$ cat src/dma_end_pkg.sv
// shared constants and types for the dma end and halt controller
package dma_end_pkg;
    localparam int NUM_CH = 8;
    localparam int ADDR_W = 32;
    localparam int CNT_W = 24;
    localparam int CODE_W = 12;
    localparam logic [CNT_W-1:0] CNT_ZERO = 24'h000000;
    localparam logic [CNT_W-1:0] CNT_ONE = 24'h000001;
    localparam logic [ADDR_W-1:0] ADDR_ZERO = 32'h00000000;
    // on-chip peripheral space, checked by its top address bits
    localparam logic [2:0] PERIPH_TOP = 3'h7;
    localparam int PERIPH_MSB = 31;
    localparam int PERIPH_LSB = 29;
    localparam logic [CODE_W-1:0] CODE_NONE = 12'h000;
    localparam logic [CODE_W-1:0] CODE_ADDR_ERR = 12'h6C0;
    localparam logic [CODE_W-1:0] CODE_END [NUM_CH] = '{
        12'h640, 12'h660, 12'h680, 12'h6A0, 12'h780, 12'h7A0, 12'h7C0, 12'h7E0};

    typedef struct packed {
        logic channel_enable;
        logic end_irq_enable;
        logic request_detect_select;
        logic single_addr;
        logic src_inc;
        logic dst_inc;
        logic [2:0] size_bytes;
    } channel_control_reg_t;

    typedef struct packed {
        logic [ADDR_W-1:0] src;
        logic [ADDR_W-1:0] dst;
        logic [CNT_W-1:0] count;
    } channel_setup_t;

    typedef enum logic [1:0] {
        ST_IDLE = 2'b00,
        ST_BUS = 2'b01,
        ST_STOP = 2'b10
    } bus_state_t;
endpackage : dma_end_pkg

$ cat src/dma_channel_end_and_halt_control.sv
// eight-channel dma end, halt and event-code logic
// ---------------------------------------------------------------
// Overview of operation
// channel raises end interrupt when count exhausted and its enable is 1.
// channels 0-3 end codes 640,660,680,6A0; channel 0 highest priority.
// channels 4-7 end codes 780-7E0; address error 6C0, lowest.
// nmi halt flag sets on any nmi input, active or not.
// count keeps set value or remaining count after nmi halt.
// after abort, addresses read back the next addresses to access.
// clearing master enable stops only after current bus cycle.
// channel runs only with master and channel enables both 1.
// software loads addresses and count before setting channel enable.
// software clears channel enable before changing channel registers.
// software writes 0 to count after a normal end.
// single address to peripheral space flags address error, halts all; code flags it only when source and destination both lie there.
// falling-edge requester holds line high during setup.
// detect select 1 to 0 cancels an accepted edge request.
// software confirms no transfer before standby entry.
// software never targets control registers of listed units.
// transfer starts only if enables 1, end flag 0, halt flags 0.
// address error suspends all channels and raises its request.
// end request holds until end flag or end enable is cleared.
// ---------------------------------------------------------------
`timescale 1ns/1ps

module dma_channel_end_and_halt_control (
    input wire logic MCLK,
    input wire logic RST_N,
    input wire logic GLOBAL_RUN_ENABLE,
    input wire logic NMI_IN,
    input wire logic NMI_FLAG_CLR,
    input wire logic ADDR_ERR_FLAG_CLR,
    input wire dma_end_pkg::channel_control_reg_t CTRL [dma_end_pkg::NUM_CH],
    input wire logic [dma_end_pkg::NUM_CH-1:0] SETUP_WR,
    input wire dma_end_pkg::channel_setup_t SETUP_DATA,
    input wire logic [dma_end_pkg::NUM_CH-1:0] END_FLAG_CLR,
    input wire logic [dma_end_pkg::NUM_CH-1:0] EXT_TRANSFER_REQUEST_N,
    input wire logic BUS_DONE,
    output logic [dma_end_pkg::NUM_CH-1:0] TRANSFER_END_FLAG,
    output logic NMI_HALT_FLAG,
    output logic ADDRESS_ERROR_FLAG,
    output logic [dma_end_pkg::NUM_CH-1:0] CHANNEL_END_EVENT,
    output logic ADDRESS_ERROR_EVENT,
    output logic [dma_end_pkg::CODE_W-1:0] EVENT_CODE_REG,
    output logic BUS_REQ,
    output logic [2:0] BUS_CH,
    output logic [dma_end_pkg::ADDR_W-1:0] BUS_SRC,
    output logic [dma_end_pkg::ADDR_W-1:0] BUS_DST,
    output dma_end_pkg::channel_setup_t READBACK [dma_end_pkg::NUM_CH],
    output logic BUSY
);
    // ---------------------------------------------------------------
    // reset release
    // ---------------------------------------------------------------
    logic rst_a_ff;
    logic rst_b_ff;
    logic rst_n;

    always_ff @(posedge MCLK or negedge RST_N) begin
        if (!RST_N) begin
            rst_a_ff <= 1'b0;
            rst_b_ff <= 1'b0;
        end else begin
            rst_a_ff <= 1'b1;
            rst_b_ff <= rst_a_ff;
        end
    end
    assign rst_n = rst_b_ff;

    // ---------------------------------------------------------------
    // pin synchronisers: three stages, change once stages 2 and 3 agree
    // ---------------------------------------------------------------
    localparam int SYN_W = dma_end_pkg::NUM_CH + 1;
    logic [SYN_W-1:0] syn1_ff;
    logic [SYN_W-1:0] syn2_ff;
    logic [SYN_W-1:0] syn3_ff;
    logic [SYN_W-1:0] filt_ff;
    logic [SYN_W-1:0] nxt_filt;

    always_comb begin
        nxt_filt = filt_ff;
        for (int i = 0; i < SYN_W; i++) begin
            if (syn2_ff[i] == syn3_ff[i]) begin
                nxt_filt[i] = syn3_ff[i];
            end
        end
    end

    always_ff @(posedge MCLK or negedge rst_n) begin
        if (!rst_n) begin
            syn1_ff <= '1;
            syn2_ff <= '1;
            syn3_ff <= '1;
            filt_ff <= '1;
        end else begin
            syn1_ff <= {~NMI_IN, EXT_TRANSFER_REQUEST_N};
            syn2_ff <= syn1_ff;
            syn3_ff <= syn2_ff;
            filt_ff <= nxt_filt;
        end
    end

    logic nmi_lvl;
    logic [dma_end_pkg::NUM_CH-1:0] req_lvl_n;
    logic nmi_prev_ff;
    logic [dma_end_pkg::NUM_CH-1:0] req_prev_n_ff;
    assign nmi_lvl = ~filt_ff[dma_end_pkg::NUM_CH];
    assign req_lvl_n = filt_ff[dma_end_pkg::NUM_CH-1:0];

    // ---------------------------------------------------------------
    // helpers
    // ---------------------------------------------------------------
    function automatic logic in_periph(input logic [dma_end_pkg::ADDR_W-1:0] a);
        in_periph = (a[dma_end_pkg::PERIPH_MSB:dma_end_pkg::PERIPH_LSB]
                     == dma_end_pkg::PERIPH_TOP);
    endfunction : in_periph

    function automatic logic [dma_end_pkg::ADDR_W-1:0] step(
        input logic [dma_end_pkg::ADDR_W-1:0] a, input logic inc, input logic [2:0] sz);
        step = inc ? a + {{(dma_end_pkg::ADDR_W-3){1'b0}}, sz} : a;
    endfunction : step

    // ---------------------------------------------------------------
    // channel and global state
    // ---------------------------------------------------------------
    dma_end_pkg::channel_setup_t ch_ff [dma_end_pkg::NUM_CH];
    dma_end_pkg::channel_setup_t nxt_ch [dma_end_pkg::NUM_CH];
    logic [dma_end_pkg::NUM_CH-1:0] end_ff;
    logic [dma_end_pkg::NUM_CH-1:0] nxt_end;
    logic [dma_end_pkg::NUM_CH-1:0] pend_ff;
    logic [dma_end_pkg::NUM_CH-1:0] nxt_pend;
    logic nmi_flag_ff;
    logic nxt_nmi_flag;
    logic ae_flag_ff;
    logic nxt_ae_flag;
    dma_end_pkg::bus_state_t state_ff;
    dma_end_pkg::bus_state_t nxt_state;
    logic [2:0] cur_ff;
    logic [2:0] nxt_cur;
    logic [dma_end_pkg::CODE_W-1:0] code_ff;
    logic [dma_end_pkg::CODE_W-1:0] nxt_code;

    logic [dma_end_pkg::NUM_CH-1:0] ready;
    logic halted;
    logic any_ready;
    logic [2:0] pick;
    logic cur_bad;

    always_comb begin
        halted = nmi_flag_ff | ae_flag_ff | ~GLOBAL_RUN_ENABLE;
        for (int i = 0; i < dma_end_pkg::NUM_CH; i++) begin
            ready[i] = CTRL[i].channel_enable & GLOBAL_RUN_ENABLE & ~end_ff[i]
                       & ~nmi_flag_ff & ~ae_flag_ff & pend_ff[i];
        end
        any_ready = |ready;
        pick = 3'h0;
        for (int i = dma_end_pkg::NUM_CH - 1; i >= 0; i--) begin
            if (ready[i]) begin
                pick = 3'(i);
            end
        end
        cur_bad = CTRL[cur_ff].single_addr
                  & in_periph(ch_ff[cur_ff].src) & in_periph(ch_ff[cur_ff].dst);
    end

    always_comb begin
        nxt_ch = ch_ff;
        nxt_end = end_ff;
        nxt_pend = pend_ff;
        nxt_state = state_ff;
        nxt_cur = cur_ff;
        nxt_nmi_flag = nmi_flag_ff;
        nxt_ae_flag = ae_flag_ff;
        nxt_code = dma_end_pkg::CODE_NONE;
        // flags: set wins over clear
        if (NMI_FLAG_CLR) begin
            nxt_nmi_flag = 1'b0;
        end
        if (nmi_lvl & ~nmi_prev_ff) begin
            nxt_nmi_flag = 1'b1;
        end
        if (ADDR_ERR_FLAG_CLR) begin
            nxt_ae_flag = 1'b0;
        end
        for (int i = 0; i < dma_end_pkg::NUM_CH; i++) begin
            if (END_FLAG_CLR[i]) begin
                nxt_end[i] = 1'b0;
            end
            if (SETUP_WR[i] & ~CTRL[i].channel_enable) begin
                nxt_ch[i] = SETUP_DATA;
            end
            // edge-detected request is latched; detect select low makes it follow the request line level
            if (!CTRL[i].request_detect_select) begin
                nxt_pend[i] = ~req_lvl_n[i];
            end else if (~req_lvl_n[i] & req_prev_n_ff[i]) begin
                nxt_pend[i] = 1'b1;
            end
        end
        unique case (state_ff)
            dma_end_pkg::ST_IDLE: begin
                if (any_ready) begin
                    nxt_cur = pick;
                    nxt_state = dma_end_pkg::ST_BUS;
                end
            end
            dma_end_pkg::ST_BUS: begin
                if (cur_bad) begin
                    nxt_ae_flag = 1'b1;
                    nxt_state = dma_end_pkg::ST_STOP;
                end else if (BUS_DONE) begin
                    // finish the cycle in flight, then look at halts
                    nxt_ch[cur_ff].src = step(ch_ff[cur_ff].src, CTRL[cur_ff].src_inc,
                                              CTRL[cur_ff].size_bytes);
                    nxt_ch[cur_ff].dst = step(ch_ff[cur_ff].dst, CTRL[cur_ff].dst_inc,
                                              CTRL[cur_ff].size_bytes);
                    nxt_ch[cur_ff].count = ch_ff[cur_ff].count - dma_end_pkg::CNT_ONE;
                    if (CTRL[cur_ff].request_detect_select) begin
                        nxt_pend[cur_ff] = 1'b0;
                    end
                    if (ch_ff[cur_ff].count == dma_end_pkg::CNT_ONE) begin
                        nxt_end[cur_ff] = 1'b1;
                    end
                    nxt_state = dma_end_pkg::ST_IDLE;
                end
            end
            dma_end_pkg::ST_STOP: begin
                if (!halted) begin
                    nxt_state = dma_end_pkg::ST_IDLE;
                end
            end
            default: begin
                nxt_state = dma_end_pkg::ST_IDLE;
            end
        endcase
        // event code: channel 0 highest, address error lowest
        if (ae_flag_ff) begin
            nxt_code = dma_end_pkg::CODE_ADDR_ERR;
        end
        for (int i = dma_end_pkg::NUM_CH - 1; i >= 0; i--) begin
            if (end_ff[i] & CTRL[i].end_irq_enable) begin
                nxt_code = dma_end_pkg::CODE_END[i];
            end
        end
    end

    always_ff @(posedge MCLK or negedge rst_n) begin
        if (!rst_n) begin
            for (int i = 0; i < dma_end_pkg::NUM_CH; i++) begin
                ch_ff[i] <= '{dma_end_pkg::ADDR_ZERO, dma_end_pkg::ADDR_ZERO,
                              dma_end_pkg::CNT_ZERO};
            end
            end_ff <= '0;
            pend_ff <= '0;
            nmi_flag_ff <= 1'b0;
            ae_flag_ff <= 1'b0;
            state_ff <= dma_end_pkg::ST_IDLE;
            cur_ff <= 3'h0;
            code_ff <= dma_end_pkg::CODE_NONE;
            nmi_prev_ff <= 1'b0;
            req_prev_n_ff <= '1;
        end else begin
            ch_ff <= nxt_ch;
            end_ff <= nxt_end;
            pend_ff <= nxt_pend;
            nmi_flag_ff <= nxt_nmi_flag;
            ae_flag_ff <= nxt_ae_flag;
            state_ff <= nxt_state;
            cur_ff <= nxt_cur;
            code_ff <= nxt_code;
            nmi_prev_ff <= nmi_lvl;
            req_prev_n_ff <= req_lvl_n;
        end
    end

    // ---------------------------------------------------------------
    // outputs
    // ---------------------------------------------------------------
    always_comb begin
        for (int i = 0; i < dma_end_pkg::NUM_CH; i++) begin
            CHANNEL_END_EVENT[i] = end_ff[i] & CTRL[i].end_irq_enable;
            READBACK[i] = ch_ff[i];
        end
    end
    assign TRANSFER_END_FLAG = end_ff;
    assign NMI_HALT_FLAG = nmi_flag_ff;
    assign ADDRESS_ERROR_FLAG = ae_flag_ff;
    assign ADDRESS_ERROR_EVENT = ae_flag_ff;
    assign EVENT_CODE_REG = code_ff;
    assign BUS_REQ = (state_ff == dma_end_pkg::ST_BUS) & ~cur_bad;
    assign BUS_CH = cur_ff;
    assign BUS_SRC = ch_ff[cur_ff].src;
    assign BUS_DST = ch_ff[cur_ff].dst;
    assign BUSY = (state_ff == dma_end_pkg::ST_BUS);
endmodule : dma_channel_end_and_halt_control

$ cat config.mk
export PLATFORM = sky130hd
export DESIGN_NAME = dma_channel_end_and_halt_control
export DESIGN_NICKNAME = d
export VERILOG_FILES = /design/src/dma_end_pkg.sv /design/src/dma_channel_end_and_halt_control.sv
export SDC_FILE = /design/constraint.sdc
export NUM_CORES = 2
export LEC_CHECK = 0
export BUFFER_PORTS_ARGS = -buffer_cell sky130_fd_sc_hd__buf_2
export CORE_MARGIN = 2
export CORE_UTILIZATION = 30
export CTS_BUF_LIST = sky130_fd_sc_hd__clkbuf_16
export DETAILED_ROUTE_END_ITERATION = 12
export SLEW_MARGIN = 20
export SYNTH_ARGS = -nofsm -noshare
export SYNTH_HDL_FRONTEND = slang
export SYNTH_SLANG_ARGS = --single-unit
$ cat constraint.sdc
create_clock -name MCLK -period 22.8 [get_ports MCLK]
set_input_delay 0 -clock MCLK [delete_from_list [all_inputs] [get_ports MCLK]]
set_output_delay 0 -clock MCLK [all_outputs]
set_load 0.1 [all_outputs]
==> results.py <==
metrics = {
    "run_status": {
        "run_status": "completed",
    },
    "place": {
        "port_buffers": 988,
        "dpl.hpwl_um": 170000,
        "place.gp.congestion": 0.919,
        "dp.cells": 6924,
    },
    "worst_setup_path": {
        "reg2reg_from": "BUS_CH[2]",
        "critPathKind": "register to register",
        "required_ns": 23.44,
        "reg2reg_slack_ns": 15.39,
        "r2r_end": "READBACK[578]",
        "cp-start-kind": "register",
        "worst-path-max-fanout": 49,
        "r2r_cells": 17,
        "arrival_ns": 8.05,
        "cp-end-kind": "register",
    },
    "floorplan": {
        "dieArea_um2": 148000,
        "ioPinCount": 995,
        "rows": 139,
        "die_w_um": 385,
        "start_util": 0.302,
        "core_area_um2": 144000,
        "die_h_um": 385,
    },
    "sta": {
        "finClkSkew_ns": 0.0298,
        "min_period_over_period": 0.325,
        "hold_viol_final": 0,
        "tightest_slew_ns": 1.20,
        "drv_slew": 0,
        "max_slew_margin": 0.200,
        "max_freq_mhz": 135,
        "fin_setup_tns_ns": 0,
        "finalCriticalPeriod_ns": 7.41,
        "rsz0062_at_grt": "false",
        "setup_viol_count_final": 0,
    },
    "cts": {
        "cts-root-buf": "clkbuf_16",
        "clkTransAtPathRegs_ns": 0.06,
        "cts.path.max_buffers": 3,
        "insertion_delay_ns": 0.73,
        "cts_setup_buffers": 0,
        "cts_made_buffers": 92,
        "cts_num_sinks": 779,
        "htreeDepth": 3,
        "cts_tree": "built",
    },
    "layout": {
        "synthToLayoutAreaGrowth_pct": 25.5,
        "regArea_um2": 19600,
        "drive_above_1_share": 0.275,
        "final_core_util": 0.380,
        "n_fill_cell": 14371,
        "nets": 5480,
        "multi_input_area_um2": 21900,
        "fin_cells": 7274,
    },
    "yosys": {
        "async_reset_ff_frac": 1.00,
        "synth_top_area_frac": 0.423,
        "yosysSeqAreaShare": 0.449,
        "post_synth_num_cell_types": 92,
        "synth_area_leaders": "dfrtp_1, a211oi_1, nor2b_1, mux2i_1, a21oi_1",
        "synth_warnings": 0,
        "synth_area_per_cell_um2": 9.88,
        "synth_area_um2": 43500,
        "ys_ff_latch": 779,
        "yosys.area.top_type": "dfrtp_1",
        "synthCells": 4401,
        "synth_ff_type": "dfrtp_1",
        "synth_edf_count": 0,
    },
    "routing": {
        "drtPass1Iterations": 7,
        "drt-wirelength-per-cell_um": 33.6,
        "viasPerCell": 5.85,
        "routed_wl_um": 245000,
        "ant_nets": 0,
        "drc_errors": 0,
        "num_vias": 42528,
        "drt_iter0_drc": 4805,
    },
    "hold_path": {
        "whs_path_depth": 3,
        "worstHoldStart": "BUS_DONE",
        "min_delay_worst_endpoint": "state_ff[0]",
        "hp-class": "input pin to register",
    },
    "grt": {
        "grt_pass1_vias": 40025,
        "grtUsageTotal": 0.318,
        "grt_first_pass_wirelength_um": 333000,
        "grt.overflow.total": 0,
        "grt_max_degree": 159,
        "antenna_found_initial": 24,
    },
    "flow_run": {
        "maxCapViolations": 0,
    },
}
-- stage by stage --
| step | worst slack, ns | area [µm²] | hold WS [ns] |
|---|---|---|---|
| 5_1_grt | 15.05 | 54600 | 0.0780 |
| 2_1_floorplan | 10.19 | 43500 | -0.296 |
| 3_5_place_dp | 15.42 | 49900 | -0.208 |
| 3_3_place_gp | 15.56 | 49800 | -0.214 |
| 6_report | 15.39 | 54600 | 0.0901 |
| 4_1_cts | 15.40 | 54600 | 0.0400 |
-- worst max path at each step --
stage / to / start / cells past startpoint / slack (ns)
after floorplan: ADDRESS_ERROR_EVENT / rst_b_ff / 0 / 10.19
after global placement: READBACK[578] / BUS_CH[2] / 17 / 15.56
after detailed placement: READBACK[578] / BUS_CH[2] / 17 / 15.42
after CTS: READBACK[578] / BUS_CH[2] / 17 / 15.40
after global routing: READBACK[578] / BUS_CH[2] / 17 / 15.05
final: READBACK[578] / BUS_CH[2] / 17 / 15.39
-- area by class of cell --
class	instances	area share
diodes	13	0.000596
clock inverters	78	0.0125
flip-flops and latches	779	0.358
well taps	1903	0.0436
multi-input cells	3083	0.401
clock buffers	95	0.0435
repair buffers	1259	0.136
inverters	64	0.00445
-- critical path, cell delays in order (launching register included) --
cell	delay (ns)
dfrtp_4	0.79
buf_4	0.66
buf_4	0.78
and2_2	0.47
buf_4	0.39
a221oi_1	0.13
a21oi_1	0.24
a221o_1	0.19
ha_1	0.19
inv_1	0.06
fa_1	0.43
nor2b_1	0.13
o2111ai_1	0.19
and4bb_1	0.63
nand3_1	0.50
nor2_1	0.56
xor2_1	0.60
o21a_1	0.23
-- sequential cells by signal (all words and copies together), names as in the netlist --
| name | count |
|---|---|
| filt_ff | 9 |
| req_prev_n_ff | 8 |
| state_ff | 2 |
| NMI_HALT_FLAG | 1 |
| rst_b_ff | 1 |
| syn2_ff | 9 |
| READBACK | 704 |
| EVENT_CODE_REG | 5 |
| syn1_ff | 9 |
| TRANSFER_END_FLAG | 8 |
| BUS_CH | 3 |
| rst_a_ff | 1 |
| ADDRESS_ERROR_EVENT | 1 |
| syn3_ff | 9 |
| pend_ff | 8 |
| nmi_prev_ff | 1 |
-- cell usage in the layout, fill, tap and decap left out, types with 9 or more instances in the layout --
master,count
nand4_1,10
clkinv_1,18
diode_2,13
clkbuf_16,95
xor2_1,20
nand2b_1,9
clkinv_2,23
bufinv_16,11
inv_1,75
a211oi_1,501
a221o_1,15
a21o_1,13
a22oi_1,30
mux2_2,55
nand2_1,256
maj3_1,9
a22o_1,12
mux4_1,14
o21ai_0,192
dfrtp_1,731
nor2_1,73
nand3_1,36
buf_4,103
xnor2_1,54
o22ai_1,40
buf_2,988
dfstp_2,44
a221oi_1,45
nor2b_4,13
mux2i_1,313
mux4_2,56
a21oi_1,569
nor3_1,23
dlygate4sd3_1,163
nor2b_1,502
and2_1,23
-- cell families after synthesis --
group	share of synthesized area
other	0.000173
and+or+nand+nor	0.134
muxes	0.124
xor gates and xnor gates	0.0170
adders and majority gates	0.00529
AOI/OAI and AO/OA	0.216
buffers and inverters	0.0541
DFF	0.449
-- per-layer routing --
layer / global-route usage / part of all wire / vias up
met5: 0 / 0.00022 / -
met4: 0.165 / 0.058 / 8
met3: 0.0974 / 0.11 / 533
met2: 0.490 / 0.45 / 2588
met1: 0.402 / 0.39 / 21584
li1: - / - / 17815
-- synth_stat cells (8+ instances only) --
master     count
mux2i_1      313
o22ai_1       41
mux2_2        55
and2_1        25
clkbuf_1     316
nor2b_1      516
buf_1         87
mux4_1        14
a22o_1        12
a221o_1       15
nand2_1      256
nand3_1       37
and3_1        14
o21ai_0      194
xor2_1        20
buf_6          9
nand4_1       10
a21oi_1      569
a221oi_1      45
dfrtp_1      735
a21o_1        13
maj3_1         9
inv_1         62
mux4_2        56
o2bb2ai_1      8
a211oi_1     502
dfstp_2       44
nor2_1        78
o221ai_1       8
a22oi_1       30
nor4_1         9
buf_4         34
o22a_1         8
buf_2         28
nor3_1        23
nand2b_1      12
xnor2_1       57
ha_1           8
-- timing repair --
action / 4_1_cts / 5_1_grt
hold buffers: 164 / 0
resized for setup: 0 / 0
endpoints found under the hold margin: 742 / 0
setup endpoints to repair: 0 / 0
Power is not shown: default switching activity piles up to over one toggle a cycle in this logic, so the estimate is an artifact.
